<file path="src/shared/adc_cfg_pkg.sv">
// constants shared by the converter configuration register bank
package adc_cfg_pkg;
   // ------------------------------------------------------------
   // register offsets
   // ------------------------------------------------------------
   localparam logic [7:0] OFS_OVERSAMPLE = 8'h03;
   localparam logic [7:0] OFS_OPMODE = 8'h04;
   localparam logic [7:0] OFS_FUNCTION = 8'h05;
   localparam logic [7:0] OFS_DIRECTION = 8'h07;
   localparam logic [7:0] OFS_DRIVE = 8'h09;
   localparam logic [7:0] OFS_OUT_LEVEL = 8'h0B;
   localparam logic [7:0] OFS_IN_LEVEL = 8'h0D;
   localparam logic [7:0] OFS_SCAN_CFG = 8'h10;
   localparam logic [7:0] OFS_MANUAL_CH = 8'h11;
   localparam logic [7:0] OFS_SCAN_EN = 8'h12;
   // ------------------------------------------------------------
   // writable-bit masks; reserved bits are zero here
   // ------------------------------------------------------------
   localparam logic [7:0] MASK_OVERSAMPLE = 8'h07;
   localparam logic [7:0] MASK_OPMODE = 8'h1F;
   localparam logic [7:0] MASK_SCAN_CFG = 8'h13;
   localparam logic [7:0] MASK_MANUAL_CH = 8'h0F;
   localparam logic [7:0] MASK_FULL = 8'hFF;
   // ------------------------------------------------------------
   // field positions
   // ------------------------------------------------------------
   localparam int OSR_LSB = 0;
   localparam int OSR_MSB = 2;
   localparam int CLKDIV_LSB = 0;
   localparam int CLKDIV_MSB = 3;
   localparam int TIMING_SRC_BIT = 4;
   localparam int SCAN_START_BIT = 4;
   localparam int SCAN_MODE_LSB = 0;
   localparam int SCAN_MODE_MSB = 1;
   localparam int CHID_LSB = 0;
   localparam int CHID_MSB = 3;
   // ------------------------------------------------------------
   // reset value and encodings
   // ------------------------------------------------------------
   localparam logic [7:0] REG_RESET = 8'h00;
   localparam int NUM_CH = 8;
   localparam logic [1:0] MODE_MANUAL = 2'h0;
   localparam logic [1:0] MODE_AUTO = 2'h1;
   localparam logic [2:0] LAST_CH = 3'h7;
   // scan sequencer states, one bit so the path is trivially gray
   typedef enum logic [0:0] {
      SCAN_IDLE = 1'b0,
      SCAN_RUN = 1'b1
   } scan_state_e;
endpackage

</file>
<file path="src/adc_gpio_config_registers.sv">
// configuration register bank for the eight-channel converter with gpio
//
// Functional notes
// RULE_01: 3-bit oversample code selects averaging count
// RULE_02: reserved bits read zero, writes ignored
// RULE_03: bit 4 picks oscillator, 1 low power
// RULE_04: 4-bit sampling divider in mode low bits
// RULE_05: per-channel bit: 0 analog, 1 gpio
// RULE_06: per-pin direction: 0 input, 1 output
// RULE_07: drive bit: 0 open-drain, 1 push-pull
// RULE_08: outputs follow stored output level bits
// RULE_09: read-only register reports input pin levels
// RULE_10: start bit begins ascending scan, clear stops
// RULE_11: mode 0 manual, 1 auto, others reserved
// RULE_12: all registers reset to zero
// RULE_13: manual channel id selects next conversion
// RULE_14: enable mask picks channels in scan
// RULE_15: force-analog overrides all pin settings
// RULE_16: driver on only for gpio output channels
// RULE_17: advance per conversion, wrap to lowest enabled
`timescale 1ns/1ns
module adc_gpio_config_registers
   import adc_cfg_pkg::*;
(
   input wire logic clk, // 100 MHz system clock
   input wire logic rst_b, // asynchronous reset, active low
   input wire logic reg_wr, // one-cycle write strobe
   input wire logic reg_rd, // one-cycle read strobe
   input wire logic [7:0] reg_addr, // register offset
   input wire logic [7:0] reg_wdata, // write data
   output logic [7:0] reg_rdata, // read data, valid cycle after strobe
   input wire logic force_all_analog, // forces every channel analog
   input wire logic conversion_done, // pulse from datapath per conversion
   input wire logic [7:0] pin_in, // pad input levels, asynchronous
   output logic [7:0] pin_out, // pad output value
   output logic [7:0] pin_oe, // pad output enable, high drives
   output logic [2:0] oversample_ratio, // averaging code to the filter
   output logic [7:0] average_count, // conversions per result, 0 = none
   output logic timing_source_select, // 0 fast oscillator, 1 low power
   output logic [3:0] clock_divider, // sampling speed divider
   output logic [7:0] analog_enable, // channels acting as analog inputs
   output logic [3:0] conversion_channel, // channel for next conversion
   output logic scan_running // automatic scan in progress
);
   // ------------------------------------------------------------
   // reset synchroniser
   // ------------------------------------------------------------
   logic rst_meta_q; // first stage, read only by the second
   logic rst_sync_q; // released reset used by the register writes and scan sequencer

   // release is synchronous so no register or scan flop sees a partial edge
   always_ff @(posedge clk or negedge rst_b) begin
      if (!rst_b) begin
         rst_meta_q <= 1'b0;
         rst_sync_q <= 1'b0;
      end else begin
         rst_meta_q <= 1'b1;
         rst_sync_q <= rst_meta_q;
      end
   end

   // ------------------------------------------------------------
   // functions
   // ------------------------------------------------------------
   // next enabled channel strictly above cur, wrapping round
   function automatic logic [2:0] next_enabled(input logic [7:0] mask,
                                               input logic [2:0] cur);
      logic [2:0] res;
      logic found;
      logic [2:0] idx;
      res = cur;
      found = 1'b0;
      for (int k = 1; k <= NUM_CH; k++) begin
         idx = 3'(cur + 3'(k));
         if (!found && mask[idx]) begin
            res = idx;
            found = 1'b1;
         end
      end
      return res;
   endfunction

   // masked write of one register, reserved bits stay zero
   function automatic logic [7:0] masked(input logic [7:0] data,
                                         input logic [7:0] mask);
      return data & mask;
   endfunction

   // ------------------------------------------------------------
   // register storage
   // ------------------------------------------------------------
   logic [7:0] oversample_q; // oversample_config
   logic [7:0] opmode_q; // operating_mode_config
   logic [7:0] function_q; // channel_function_select
   logic [7:0] direction_q; // digital_direction_select
   logic [7:0] drive_q; // output_drive_style
   logic [7:0] out_level_q; // output_level
   logic [7:0] scan_cfg_q; // scan_sequence_config
   logic [7:0] manual_ch_q; // manual_channel_select
   logic [7:0] scan_en_q; // scan channel enable mask
   logic [7:0] pin_meta_q; // pad sync first stage
   logic [7:0] pin_sync_q; // pad sync second stage
   logic force_meta_q; // force input sync first stage
   logic force_sync_q; // force input sync second stage

   // software writes; each register keeps only its defined bits
   always_ff @(posedge clk or negedge rst_b) begin
      if (!rst_b) begin
         oversample_q <= REG_RESET; // RULE_12
         opmode_q <= REG_RESET;
         function_q <= REG_RESET;
         direction_q <= REG_RESET;
         drive_q <= REG_RESET;
         out_level_q <= REG_RESET;
         scan_cfg_q <= REG_RESET;
         manual_ch_q <= REG_RESET;
         scan_en_q <= REG_RESET;
      end else if (!rst_sync_q) begin
         oversample_q <= REG_RESET; // RULE_12
         opmode_q <= REG_RESET;
         function_q <= REG_RESET;
         direction_q <= REG_RESET;
         drive_q <= REG_RESET;
         out_level_q <= REG_RESET;
         scan_cfg_q <= REG_RESET;
         manual_ch_q <= REG_RESET;
         scan_en_q <= REG_RESET;
      end else if (reg_wr) begin
         unique case (reg_addr)
            OFS_OVERSAMPLE: begin
               oversample_q <= masked(reg_wdata, MASK_OVERSAMPLE); // RULE_02
            end
            OFS_OPMODE: begin
               opmode_q <= masked(reg_wdata, MASK_OPMODE); // RULE_02
            end
            OFS_FUNCTION: begin
               function_q <= masked(reg_wdata, MASK_FULL); // RULE_05
            end
            OFS_DIRECTION: begin
               direction_q <= masked(reg_wdata, MASK_FULL); // RULE_06
            end
            OFS_DRIVE: begin
               drive_q <= masked(reg_wdata, MASK_FULL); // RULE_07
            end
            OFS_OUT_LEVEL: begin
               out_level_q <= masked(reg_wdata, MASK_FULL); // RULE_08
            end
            OFS_SCAN_CFG: begin
               scan_cfg_q <= masked(reg_wdata, MASK_SCAN_CFG); // RULE_02
            end
            OFS_MANUAL_CH: begin
               manual_ch_q <= masked(reg_wdata, MASK_MANUAL_CH); // RULE_02
            end
            OFS_SCAN_EN: begin
               scan_en_q <= masked(reg_wdata, MASK_FULL); // RULE_14
            end
            default: begin
               // unmapped or read-only offsets: write dropped
            end
         endcase
      end
   end

   // ------------------------------------------------------------
   // input synchronisers
   // ------------------------------------------------------------
   // pads and the force level come from outside the clock domain
   always_ff @(posedge clk or negedge rst_b) begin
      if (!rst_b) begin
         pin_meta_q <= REG_RESET;
         pin_sync_q <= REG_RESET;
         force_meta_q <= 1'b0;
         force_sync_q <= 1'b0;
      end else begin
         pin_meta_q <= pin_in;
         pin_sync_q <= pin_meta_q;
         force_meta_q <= force_all_analog;
         force_sync_q <= force_meta_q;
      end
   end

   // ------------------------------------------------------------
   // effective pin roles
   // ------------------------------------------------------------
   logic [7:0] gpio_eff; // channel is gpio after force override
   logic [7:0] out_eff; // channel is a digital output
   logic [7:0] in_eff; // channel is a digital input
   logic [1:0] scan_mode; // sequencing mode field
   logic scan_start; // sequencing start bit
   logic [7:0] scan_mask; // enabled channels that are analog
   logic auto_go; // conditions for automatic scanning hold

   assign gpio_eff = force_sync_q ? '0 : function_q; // RULE_15
   assign out_eff = gpio_eff & direction_q; // RULE_16
   assign in_eff = gpio_eff & ~direction_q; // RULE_06
   assign scan_mode = scan_cfg_q[SCAN_MODE_MSB:SCAN_MODE_LSB];
   assign scan_start = scan_cfg_q[SCAN_START_BIT];
   // gpio channels are skipped; a conversion there gives no data
   assign scan_mask = scan_en_q & ~gpio_eff; // RULE_14
   // reserved mode codes behave as no sequencing at all
   assign auto_go = (scan_mode == MODE_AUTO) && scan_start; // RULE_11

   // ------------------------------------------------------------
   // pad drive
   // ------------------------------------------------------------
   // open-drain only pulls low; a high level releases the pad
   genvar g;
   generate
      for (g = 0; g < NUM_CH; g++) begin : g_pad
         always_ff @(posedge clk or negedge rst_b) begin
            if (!rst_b) begin
               pin_out[g] <= 1'b0;
               pin_oe[g] <= 1'b0;
            end else if (!out_eff[g]) begin
               pin_out[g] <= 1'b0; // RULE_16
               pin_oe[g] <= 1'b0;
            end else if (drive_q[g]) begin
               pin_out[g] <= out_level_q[g]; // RULE_08
               pin_oe[g] <= 1'b1; // RULE_07
            end else begin
               pin_out[g] <= 1'b0; // RULE_07
               pin_oe[g] <= ~out_level_q[g]; // RULE_08
            end
         end
      end
   endgenerate

   // ------------------------------------------------------------
   // scan sequencer
   // ------------------------------------------------------------
   scan_state_e scan_state_q; // idle or scanning
   logic [2:0] scan_ch_q; // channel of the running scan

   // start from the lowest enabled channel, step on each conversion
   always_ff @(posedge clk or negedge rst_b) begin
      if (!rst_b) begin
         scan_state_q <= SCAN_IDLE;
         scan_ch_q <= 3'h0;
      end else if (!rst_sync_q) begin
         scan_state_q <= SCAN_IDLE;
         scan_ch_q <= 3'h0;
      end else begin
         unique case (scan_state_q)
            SCAN_IDLE: begin
               // nothing enabled: wait rather than convert a gpio pin
               if (auto_go && (scan_mask != '0)) begin
                  scan_state_q <= SCAN_RUN; // RULE_10
                  scan_ch_q <= next_enabled(scan_mask, LAST_CH); // RULE_10
               end
            end
            SCAN_RUN: begin
               if (!auto_go || (scan_mask == '0)) begin
                  scan_state_q <= SCAN_IDLE; // RULE_10
               end else if (conversion_done) begin
                  scan_ch_q <= next_enabled(scan_mask, scan_ch_q); // RULE_17
               end
            end
         endcase
      end
   end

   // ------------------------------------------------------------
   // settings driven to the converter
   // ------------------------------------------------------------
   // all registered so every output comes straight from a flop
   always_ff @(posedge clk or negedge rst_b) begin
      if (!rst_b) begin
         oversample_ratio <= 3'h0;
         average_count <= 8'h00;
         timing_source_select <= 1'b0;
         clock_divider <= 4'h0;
         analog_enable <= 8'h00;
         conversion_channel <= 4'h0;
         scan_running <= 1'b0;
      end else begin
         oversample_ratio <= oversample_q[OSR_MSB:OSR_LSB]; // RULE_01
         // code 0 means no averaging, otherwise two to the code
         average_count <= (oversample_q[OSR_MSB:OSR_LSB] == 3'h0) ?
            8'h00 : 8'(1 << oversample_q[OSR_MSB:OSR_LSB]); // RULE_01
         timing_source_select <= opmode_q[TIMING_SRC_BIT]; // RULE_03
         clock_divider <= opmode_q[CLKDIV_MSB:CLKDIV_LSB]; // RULE_04
         analog_enable <= ~gpio_eff; // RULE_05
         if (scan_state_q == SCAN_RUN) begin
            conversion_channel <= {1'b0, scan_ch_q}; // RULE_17
         end else begin
            conversion_channel <= manual_ch_q[CHID_MSB:CHID_LSB]; // RULE_13
         end
         scan_running <= (scan_state_q == SCAN_RUN);
      end
   end

   // ------------------------------------------------------------
   // read port
   // ------------------------------------------------------------
   // data is captured on the strobe and held until the next read
   always_ff @(posedge clk or negedge rst_b) begin
      if (!rst_b) begin
         reg_rdata <= 8'h00;
      end else if (reg_rd) begin
         unique case (reg_addr)
            OFS_OVERSAMPLE: reg_rdata <= oversample_q; // RULE_02
            OFS_OPMODE: reg_rdata <= opmode_q; // RULE_02
            OFS_FUNCTION: reg_rdata <= function_q;
            OFS_DIRECTION: reg_rdata <= direction_q;
            OFS_DRIVE: reg_rdata <= drive_q;
            OFS_OUT_LEVEL: reg_rdata <= out_level_q;
            OFS_IN_LEVEL: reg_rdata <= pin_sync_q & in_eff; // RULE_09
            OFS_SCAN_CFG: reg_rdata <= scan_cfg_q; // RULE_02
            OFS_MANUAL_CH: reg_rdata <= manual_ch_q; // RULE_02
            OFS_SCAN_EN: reg_rdata <= scan_en_q;
            default: reg_rdata <= 8'h00; // unmapped reads zero
         endcase
      end
   end
endmodule

</file>
<file path="config.mk">
export PLATFORM = sky130hd
export DESIGN_NAME = adc_gpio_config_registers
export DESIGN_NICKNAME = d
export VERILOG_FILES = /design/src/shared/adc_cfg_pkg.sv /design/src/adc_gpio_config_registers.sv
export SDC_FILE = /design/constraint.sdc
export NUM_CORES = 1
export LEC_CHECK = 0
export ABC_CLOCK_PERIOD_IN_PS = 2400
export BUFFER_PORTS_ARGS = -buffer_cell sky130_fd_sc_hd__clkbuf_2
export CAP_MARGIN = 20
export CELL_PAD_IN_SITES_DETAIL_PLACEMENT = 0
export CELL_PAD_IN_SITES_GLOBAL_PLACEMENT = 2
export CORE_ASPECT_RATIO = 2
export CORE_MARGIN = 10
export CORE_UTILIZATION = 33
export DETAILED_ROUTE_END_ITERATION = 8
export PLACE_DENSITY = 0.78
export SLEW_MARGIN = 10
export SYNTH_ARGS = -nofsm -noshare
export SYNTH_HDL_FRONTEND = slang
export SYNTH_SLANG_ARGS = --single-unit
export TNS_END_PERCENT = 1
</file>
<file path="constraint.sdc">
create_clock -name clk -period 2.4 [get_ports clk]
set_input_delay 0.12 -clock clk [delete_from_list [all_inputs] [get_ports clk]]
set_output_delay 0.12 -clock clk [all_outputs]
set_load 0.02 [all_outputs]
</file>
==> results of run 1 <==
registers in the layout, summed over array words and instances, names as in the netlist, 3 cells and up:
name	count
average_count	7
opmode_q	5
drive_q	8
scan_ch_q	3
oversample_ratio	3
oversample_q	3
conversion_channel	4
manual_ch_q	4
scan_en_q	8
direction_q	8
pin_sync_q	8
analog_enable	8
clock_divider	4
pin_meta_q	8
pin_out	8
reg_rdata	8
pin_oe	8
function_q	8
scan_cfg_q	3
out_level_q	8
logic make-up (layout without fill, tap and decap cells):
logic type	count (synthesis)	after routing	synth area share (%)
adders and majority gates	2	2	0.3950
other	2	2	0.1186
xor gates and xnor gates	3	3	0.5334
DFF	131	131	51.75
and+or+nand+nor	236	236	17.78
AOI/OAI and AO/OA	155	155	15.25
buffers and inverters	60	221	4.444
muxes	54	54	9.737
worst min path at each step:
stage,from,to,slack [ns]
detailed placement,rst_b,out_level_q[0]$_DFFE_PN0P_,0.08
global route,reg_wdata[5],direction_q[5]$_DFFE_PN0P_,0.03
floorplan,rst_b,analog_enable[0]$_DFF_PN0_,-0.18
global placement,rst_b,out_level_q[0]$_DFFE_PN0P_,0.08
finish,reg_wdata[5],direction_q[5]$_DFFE_PN0P_,0.02
CTS,reg_wdata[5],out_level_q[5]$_DFFE_PN0P_,0.004
cells in the mapped netlist (5+ instances only):
library cell  count  area, sq um
dfrtp_1         131         3278
nand2_1          85        319.1
a21oi_1          69        345.3
nor2_1           50        187.7
nand3_1          48        240.2
mux2i_1          38        380.4
clkbuf_1         27        101.4
o21ai_0          26        130.1
inv_1            23        86.33
o211ai_1         13        97.59
mux2_2            9        101.4
and3b_1           8        70.07
nand2b_1          8        50.05
nand3b_1          7        52.55
nor2b_1           7        43.79
a31oi_1           6        37.54
mux4_2            5        112.6
o22ai_1           5        31.28
metrics by stage:
step / util [%] / area [sq um] / total power, mW / instances
3_5_place_dp: 39.66 / 7470 / 2.790 / 1013
3_3_place_gp: 39.66 / 7470 / 2.785 / 1013
2_1_floorplan: - / 6367 / 2.557 / 643
6_report: 43.92 / 8272 / 5.249 / 1059
4_1_cts: 43.28 / 8152 / 5.280 / 1056
5_1_grt: 43.92 / 8272 / 5.445 / 1059
area by class of cell:
cell class                      count  area, sq um
Inverter                           24        95.09
Tap cell                          255        319.1
Multi-Input combinational cell    452         2888
Clock buffer                       19        452.9
Timing Repair Buffer              165         1129
Sequential cell                   131         3279
Fill cell                        1936        10560
Clock inverter                     13        108.9
worst max-delay path: cells and delay by family, from the launching register on:
kind	cells	cell delay, ns
muxes	2	0.77
adders and majority gates	1	0.16
AOI/OAI and AO/OA	3	0.60
and+or+nand+nor	1	0.15
buffers and inverters	2	0.17
DFF	1	0.47
xor gates and xnor gates	1	0.23
report_power, final:
group	internal, mW	switching [mW]	leakage, nW	total (mW)
Combinational	0.211	0.315	1.71	0.526
Clock	1.47	0.985	0.275	2.46
Sequential	2.24	0.0249	1.72	2.27
Total	3.92	1.32	3.70	5.25
per-layer routing:
layer / vias up / share of wire (%) / wire [microns]
met2: 158 / 57 / 12250
met1: 2746 / 36 / 7620
met4: 0 / 4.0 / 854
met3: 39 / 3.4 / 721
met5: - / 0 / 0
li1: 2568 / - / -
what timing repair did:
action                     in CTS  in global routing
gates cloned                    0                  1
pin swaps                       0                  8
hold buffers                   11                  0
hold endpoints to repair       57                  0
gates resized for setup         3                 19
buffers inserted                0                  2
setup endpoints to repair       3                  3
==> impl_metrics.tcl, run 1 <==
set metrics [dict create \
    pre_cts_slack_ns -0.2535 \
    hpwl_mm 16.38 \
    start_util_pct 33.64 \
    die_area_sq_um 25470 \
    hold_violations 0 \
    tightest_slew_ns 0.6378 \
    clk_pin_slew_ns 0.06 \
    core_region_area_sq_um 18830 \
    grt_max_degree 57 \
    cts_root_buffer "clkbuf_16" \
    ys_warn_count 0 \
    rsz0062_at_grt "yes" \
    use_met2_pct 32.16 \
    drive_above_1_share_pct 27.99 \
    initialDrtViolationCount 268 \
    cp-start-kind "flop" \
    use_met3_pct 3.242 \
    synth-async-reset-ratio_pct 100.0 \
    synthesis.nets 675 \
    post-route-worst-setup-slack_ns -0.2694 \
    ios 83 \
    synth-seq-area-share_pct 51.75 \
    numCtsBuffers 17 \
    grt_pass1_vias 5764 \
    final_common_cell "dfrtp_1" \
    p_leak_nw 3.704 \
    wire_per_inst_microns 20.25 \
    totalWireLength_mm 21.44 \
    synth_ff_type "dfrtp_1" \
    synth_cell_types 60 \
    hold_path_class "in2reg" \
    period_minus_slack_ns 2.669 \
    max_freq_mhz 374.6 \
    antenna_found_initial 0 \
    path_cells "buf_6 > inv_6 > ha_4 > xnor2_4 > mux4_2 > a211oi_4 > nand3_2 > a31oi_4 > a31oi_2 > mux2i_1" \
    die_x_microns 118.0 \
    cts_buffer_depth 2 \
    regToRegSetupSlack_ns -0.27 \
    cts_tree "built" \
    synth-seq-cells 131 \
    setup_violations 3 \
    reg2reg_to "scan_ch_q[0]$_DFFE_PN0P_" \
    rows 71 \
    fin_crit_sh_pct 111.2 \
    crit_path_top_delay_cell "mux4_2" \
    antenna_left 0 \
    reg2reg_depth 10 \
    hold_depth 3 \
    syn2layout_area_growth_pct 30.57 \
    grt_first_pass_wirelength_mm 33.08 \
    cp_max_fo 4 \
    syn_inst 643 \
    slew_headroom_pct 57.48 \
    busiest_layer "met2" \
    slowest_delay_ns 0.62 \
    grtUsageTotal_pct 16.67 \
    avgSynthCellArea_sq_um 9.852 \
    finalSetupTns_ns -0.6550 \
    gp_routability_congestion 0.8609 \
    port_buffers 81 \
    gr-total-overflow 0 \
    dr_total_vias 5511 \
    htreeDepth 4 \
    drt_pre_antenna_iters 5 \
    drc 0 \
    slew_viol_final 0 \
    crit_arrival_ns 2.97 \
    final_net_count 823 \
    cellPowerDensity_nw_per_um2 634.5 \
    mostFrequentLayoutCells "dfrtp_1, nand2_1, clkbuf_2" \
    violations "negative setup slack" \
    crit-reg2reg-launch "scan_ch_q[0]$_DFFE_PN0P_" \
    crit_required_ns 2.70 \
    finalClockSkew_ns 0.01313 \
    met1_usage_pct 16.27 \
    ir_worst_vdd_uv 656.2 \
    fp.dieH_microns 215.9 \
    status "finished with violations" \
    clk_latency_ns 0.42 \
    antenna_cells 0 \
    drv_cap 0 \
    cp-endpoint "scan_ch_q[0]$_DFFE_PN0P_" \
    critPathKind "reg2reg" \
    cts.sinks 131 \
    startpoint "scan_ch_q[0]$_DFFE_PN0P_" \
    via_per_inst 5.204 \
    hold_slack_ns 0.02108 \
    syn_area_sq_um 6335 \
    synth_edf_count 0 \
    end_kind "flop" \
]
(Power assumes the default switching activity.)
==> run 2: changes to the inputs <==
--- a/config.mk
+++ b/config.mk
@@ -6,11 +6,11 @@
 export NUM_CORES = 1
 export LEC_CHECK = 0
 export ABC_CLOCK_PERIOD_IN_PS = 2400
-export BUFFER_PORTS_ARGS = -buffer_cell sky130_fd_sc_hd__clkbuf_2
+export BUFFER_PORTS_ARGS = -buffer_cell sky130_fd_sc_hd__buf_2
 export CAP_MARGIN = 20
 export CELL_PAD_IN_SITES_DETAIL_PLACEMENT = 0
 export CELL_PAD_IN_SITES_GLOBAL_PLACEMENT = 2
-export CORE_ASPECT_RATIO = 2
+export CORE_ASPECT_RATIO = 1.1
 export CORE_MARGIN = 10
 export CORE_UTILIZATION = 33
 export DETAILED_ROUTE_END_ITERATION = 8
==> impl_metrics.tcl, run 2 (synthesis results as in run 1) <==
set metrics [dict create \
    cts_root_buffer "clkbuf_16" \
    crit-reg2reg-launch "scan_ch_q[0]$_DFFE_PN0P_" \
    hold_depth 3 \
    cts_buffer_depth 2 \
    antenna_left 0 \
    min_from "reg_wdata[7]" \
    core_region_area_sq_um 18970 \
    multiInputGateArea_sq_um 2878 \
    hpwl_mm 15.06 \
    rsz0062_at_grt "yes" \
    clk_latency_ns 0.42 \
    cellPowerDensity_nw_per_um2 656.0 \
    reg2reg_to "scan_ch_q[0]$_DFFE_PN0P_" \
    gp_routability_congestion 0.8941 \
    hold_slack_ns 0.02704 \
    slew_viol_final 0 \
    crit_arrival_ns 2.88 \
    cp-start-kind "flop" \
    max_freq_mhz 387.5 \
    initialDrtViolationCount 377 \
    hold_path_class "in2reg" \
    via_per_inst 5.188 \
    drive_above_1_share_pct 27.06 \
    clk_pin_slew_ns 0.06 \
    slew_headroom_pct 56.68 \
    cts.sinks 131 \
    fin_crit_sh_pct 107.5 \
    antenna_found_initial 0 \
    final_net_count 822 \
    regToRegSetupSlack_ns -0.18 \
    ios 83 \
    fp.dieH_microns 165.3 \
    end_kind "flop" \
    totalWireLength_mm 20.36 \
    setup_violations 3 \
    startpoint "scan_ch_q[0]$_DFFE_PN0P_" \
    start_util_pct 33.40 \
    mostFrequentLayoutCells "dfrtp_1, nand2_1, buf_2" \
    tightest_slew_ns 0.6499 \
    syn2layout_area_growth_pct 30.73 \
    drt_pre_antenna_iters 5 \
    critPathKind "reg2reg" \
    cts_tree "built" \
    htreeDepth 4 \
    grtUsageTotal_pct 16.09 \
    numCtsBuffers 17 \
    finalClockSkew_ns 0.01025 \
    die_area_sq_um 25150 \
    wire_per_inst_microns 19.41 \
    clkPwrFrac_pct 49.1 \
    reg2reg_depth 9 \
    drv_cap 0 \
    hold_violations 0 \
    whs_endpoint "out_level_q[7]$_DFFE_PN0P_" \
    pwr-share-seq_pct 41.7 \
    drc 0 \
    p_sw_share_pct 24.00 \
    grt_first_pass_wirelength_mm 32.00 \
    grt_max_degree 67 \
    dr_total_vias 5442 \
    ir_worst_vdd_uv 466.1 \
    antenna_cells 0 \
    period_minus_slack_ns 2.580 \
    gr-total-overflow 0 \
    grt_pass1_vias 5570 \
    post-route-worst-setup-slack_ns -0.1804 \
    rows 53 \
    crit_required_ns 2.70 \
    status "finished with violations" \
    final_area_sq_um 8282 \
    place_area_sq_um 7425 \
    fill_cells 1872 \
    final_common_cell "dfrtp_1" \
    p_int_mw 4.129 \
    port_buffers 81 \
    seq_area_sq_um 3281 \
    p_leak_nw 3.742 \
    p_sw_mw 1.304 \
    violations "negative setup slack" \
    cp_max_fo 8 \
    die_x_microns 152.1 \
    power_frac_comb_pct 9.2 \
]
-- run 2: power groups by stage --
stage / sequential [mW] / clock, mW / combinational, mW
2_1_floorplan: 2.31 / 0 / 0.249
3_3_place_gp: 2.30 / 0 / 0.464
3_5_place_dp: 2.30 / 0 / 0.465
4_1_cts: 2.26 / 2.72 / 0.481
5_1_grt: 2.27 / 2.82 / 0.544
6_report: 2.27 / 2.67 / 0.500
-- run 2: how the worst max path moves through the flow --
stage / end / slack (ns)
floorplan: scan_ch_q[0]$_DFFE_PN0P_ / -0.11
global placement: scan_ch_q[0]$_DFFE_PN0P_ / -0.18
detailed placement: scan_ch_q[0]$_DFFE_PN0P_ / -0.22
CTS: scan_ch_q[0]$_DFFE_PN0P_ / -0.21
global route: scan_ch_q[1]$_DFFE_PN0P_ / -0.30
finish: scan_ch_q[0]$_DFFE_PN0P_ / -0.18
-- run 2: critical path: stages (launching register included) --
cell	delay [ns]
dfrtp_2	0.45
buf_12	0.17
mux2_4	0.30
o21a_4	0.14
mux4_2	0.54
a211oi_4	0.29
nand3_2	0.14
a31oi_4	0.20
a31oi_1	0.08
mux2i_1	0.15
-- run 2: metal layers --
| metal | track usage (%) | part of all wire, % |
|---|---|---|
| met1 | 19.74 | 44 |
| met2 | 26.96 | 49 |
| met3 | 4.092 | 4.7 |
| met4 | 5.823 | 1.8 |
| met5 | 0 | 0 |
-- run 2: through the flow --
stage          TNS (ns)  std cells  total power, mW  utilization (%)  setup slack (ns)
5_1_grt         -0.7693       1049            5.633            43.67           -0.3012
6_report        -0.4387       1049            5.433            43.67           -0.1804
4_1_cts         -0.5236       1045            5.461            43.07           -0.2082
3_3_place_gp    -0.4137       1002            2.765            39.15           -0.1793
2_1_floorplan   -0.2006        643            2.557                -           -0.1084
3_5_place_dp    -0.5795       1002            2.766            39.15           -0.2214
-- run 2: final cells by class --
cell class,count,share of cell area (%)
Multi-Input combinational cell,452,34.75
Tap cell,247,3.732
Sequential cell,131,39.61
Inverter,24,1.148
Clock inverter,12,1.873
Timing Repair Buffer,164,13.42
Clock buffer,19,5.469
-- run 2: what timing repair did --
item	CTS	global route
endpoints found under the setup margin	3	3
resized for setup	3	16
buffers inserted	0	3
hold buffers	12	0
hold endpoints to repair	76	0
pin swaps	1	9
cloned	0	1
==> run 3: changes to the inputs <==
--- a/config.mk
+++ b/config.mk
@@ -15,6 +15,7 @@
 export CORE_UTILIZATION = 33
 export DETAILED_ROUTE_END_ITERATION = 8
 export PLACE_DENSITY = 0.78
+export SKIP_CTS_REPAIR_TIMING = 1
 export SLEW_MARGIN = 10
 export SYNTH_ARGS = -nofsm -noshare
 export SYNTH_HDL_FRONTEND = slang
==> impl_metrics.tcl, run 3 (synthesis results as in run 1) <==
set metrics [dict create \
    status "finished with violations" \
    cts.sinks 131 \
    top_layer "met4" \
    drv_cap 0 \
    fp.dieH_microns 165.3 \
    crit-reg2reg-launch "scan_ch_q[0]$_DFFE_PN0P_" \
    final_net_count 816 \
    slew_headroom_pct 56.86 \
    cp-start-kind "flop" \
    mostFrequentLayoutCells "dfrtp_1, nand2_1, buf_2" \
    grt_first_pass_wirelength_mm 31.86 \
    die_x_microns 152.1 \
    syn2layout_area_growth_pct 28.74 \
    drt-met1-wl_mm 8.919 \
    antenna_left 0 \
    finalSetupTns_ns -0.5392 \
    grt_max_degree 67 \
    gp_routability_congestion 0.8941 \
    port_buffers 81 \
    max_freq_mhz 382.8 \
    grt_pass1_vias 5513 \
    cp_max_fo 16 \
    setup_violations 3 \
    multiInputGateArea_sq_um 2825 \
    min_from "reg_wdata[5]" \
    antenna_found_initial 0 \
    path_cells "buf_12 > mux2_2 > o21a_2 > mux4_2 > a211oi_4 > nand3_2 > a31oi_4 > a31oi_1 > mux2i_1" \
    grtUsageTotal_pct 16.04 \
    place_area_sq_um 7425 \
    wl_met3_microns 938 \
    slew_viol_final 0 \
    wl_met2_mm 9.796 \
    totalWireLength_mm 20.11 \
    wire_per_inst_microns 19.28 \
    ir_worst_vdd_uv 468.9 \
    startpoint "scan_ch_q[0]$_DFFE_PN0P_" \
    die_area_sq_um 25150 \
    period_minus_slack_ns 2.612 \
    tightest_slew_ns 0.6471 \
    start_util_pct 33.40 \
    hpwl_mm 15.06 \
    finalClockSkew_ns 0.009347 \
    drive_above_1_share_pct 26.01 \
    clk_pin_slew_ns 0.06 \
    slowest_delay_ns 0.52 \
    crit_required_ns 2.70 \
    cts_tree "built" \
    hold_slack_ns 0.005488 \
    critPathKind "reg2reg" \
    regToRegSetupSlack_ns -0.21 \
    post-route-worst-setup-slack_ns -0.2123 \
    drt_pre_antenna_iters 5 \
    seq_area_sq_um 3278 \
    final_area_sq_um 8155 \
    cellPowerDensity_nw_per_um2 663.3 \
    core_region_area_sq_um 18970 \
    power_mw 5.410 \
    numCtsBuffers 17 \
    crit_path_top_delay_cell "mux4_2" \
    clk_latency_ns 0.42 \
    final_common_cell "dfrtp_1" \
    rows 53 \
    post-route-util_pct 43.00 \
    htreeDepth 4 \
    dr_total_vias 5368 \
    cts_root_buffer "clkbuf_16" \
    gr-total-overflow 0 \
    fill_cells 1886 \
    antenna_cells 0 \
    end_kind "flop" \
    drc 0 \
    crit_arrival_ns 2.91 \
    p_leak_nw 3.693 \
    fin_crit_sh_pct 108.8 \
    via_per_inst 5.147 \
    hold_path_class "in2reg" \
    hold_violations 0 \
    rsz0062_at_grt "yes" \
    initialDrtViolationCount 395 \
    cts_buffer_depth 2 \
    violations "negative setup slack" \
    ios 83 \
]
-- run 3: worst max-delay path, delay by kind of cell, from the launching register on --
kind / cells / cell delay (ns)
muxes: 3 / 1.03
and+or+nand+nor: 1 / 0.14
buffers and inverters: 1 / 0.18
AOI/OAI and AO/OA: 4 / 0.74
DFF: 1 / 0.41
-- run 3: cell type report --
class,count,area share [%]
Sequential cell,131,40.20
Multi-Input combinational cell,452,34.64
Timing Repair Buffer,158,12.75
Clock buffer,19,5.554
Tap cell,247,3.790
Clock inverter,12,1.902
Inverter,24,1.166
-- run 3: layer usage --
metal  track usage [%]  vias to the layer above
li1                  -                     2558
met1             19.71                     2647
met5                 0                        -
met2             26.84                      130
met4             5.823                        0
met3             4.066                       33
-- run 3: final timing paths --
| check | cells after the start | endpoint |
|---|---|---|
| max | 9 | scan_ch_q[0]$_DFFE_PN0P_ |
| min reg2reg | 0 | pin_sync_q[7]$_DFF_PN0_ |
| max in group asynchronous | 3 | oversample_q[1]$_DFFE_PN0P_ |
| min | 3 | direction_q[5]$_DFFE_PN0P_ |
| max reg2reg | 9 | scan_ch_q[0]$_DFFE_PN0P_ |
| min in group asynchronous | 2 | pin_oe[0]$_DFF_PN0_ |
-- run 3: metrics by stage --
| stage | std cells | setup WS (ns) |
|---|---|---|
| after detailed placement | 1002 | -0.2214 |
| after global routing | 1043 | -0.2975 |
| after CTS | 1033 | -0.2376 |
| final | 1043 | -0.2123 |
| after floorplan | 643 | -0.1084 |
| after global placement | 1002 | -0.1793 |
-- run 3: report_power, final --
| group | leakage [nW] | internal, mW | switching, mW |
|---|---|---|---|
| Sequential | 1.72 | 2.24 | 0.0210 |
| Combinational | 1.67 | 0.188 | 0.289 |
| Clock | 0.295 | 1.68 | 0.986 |
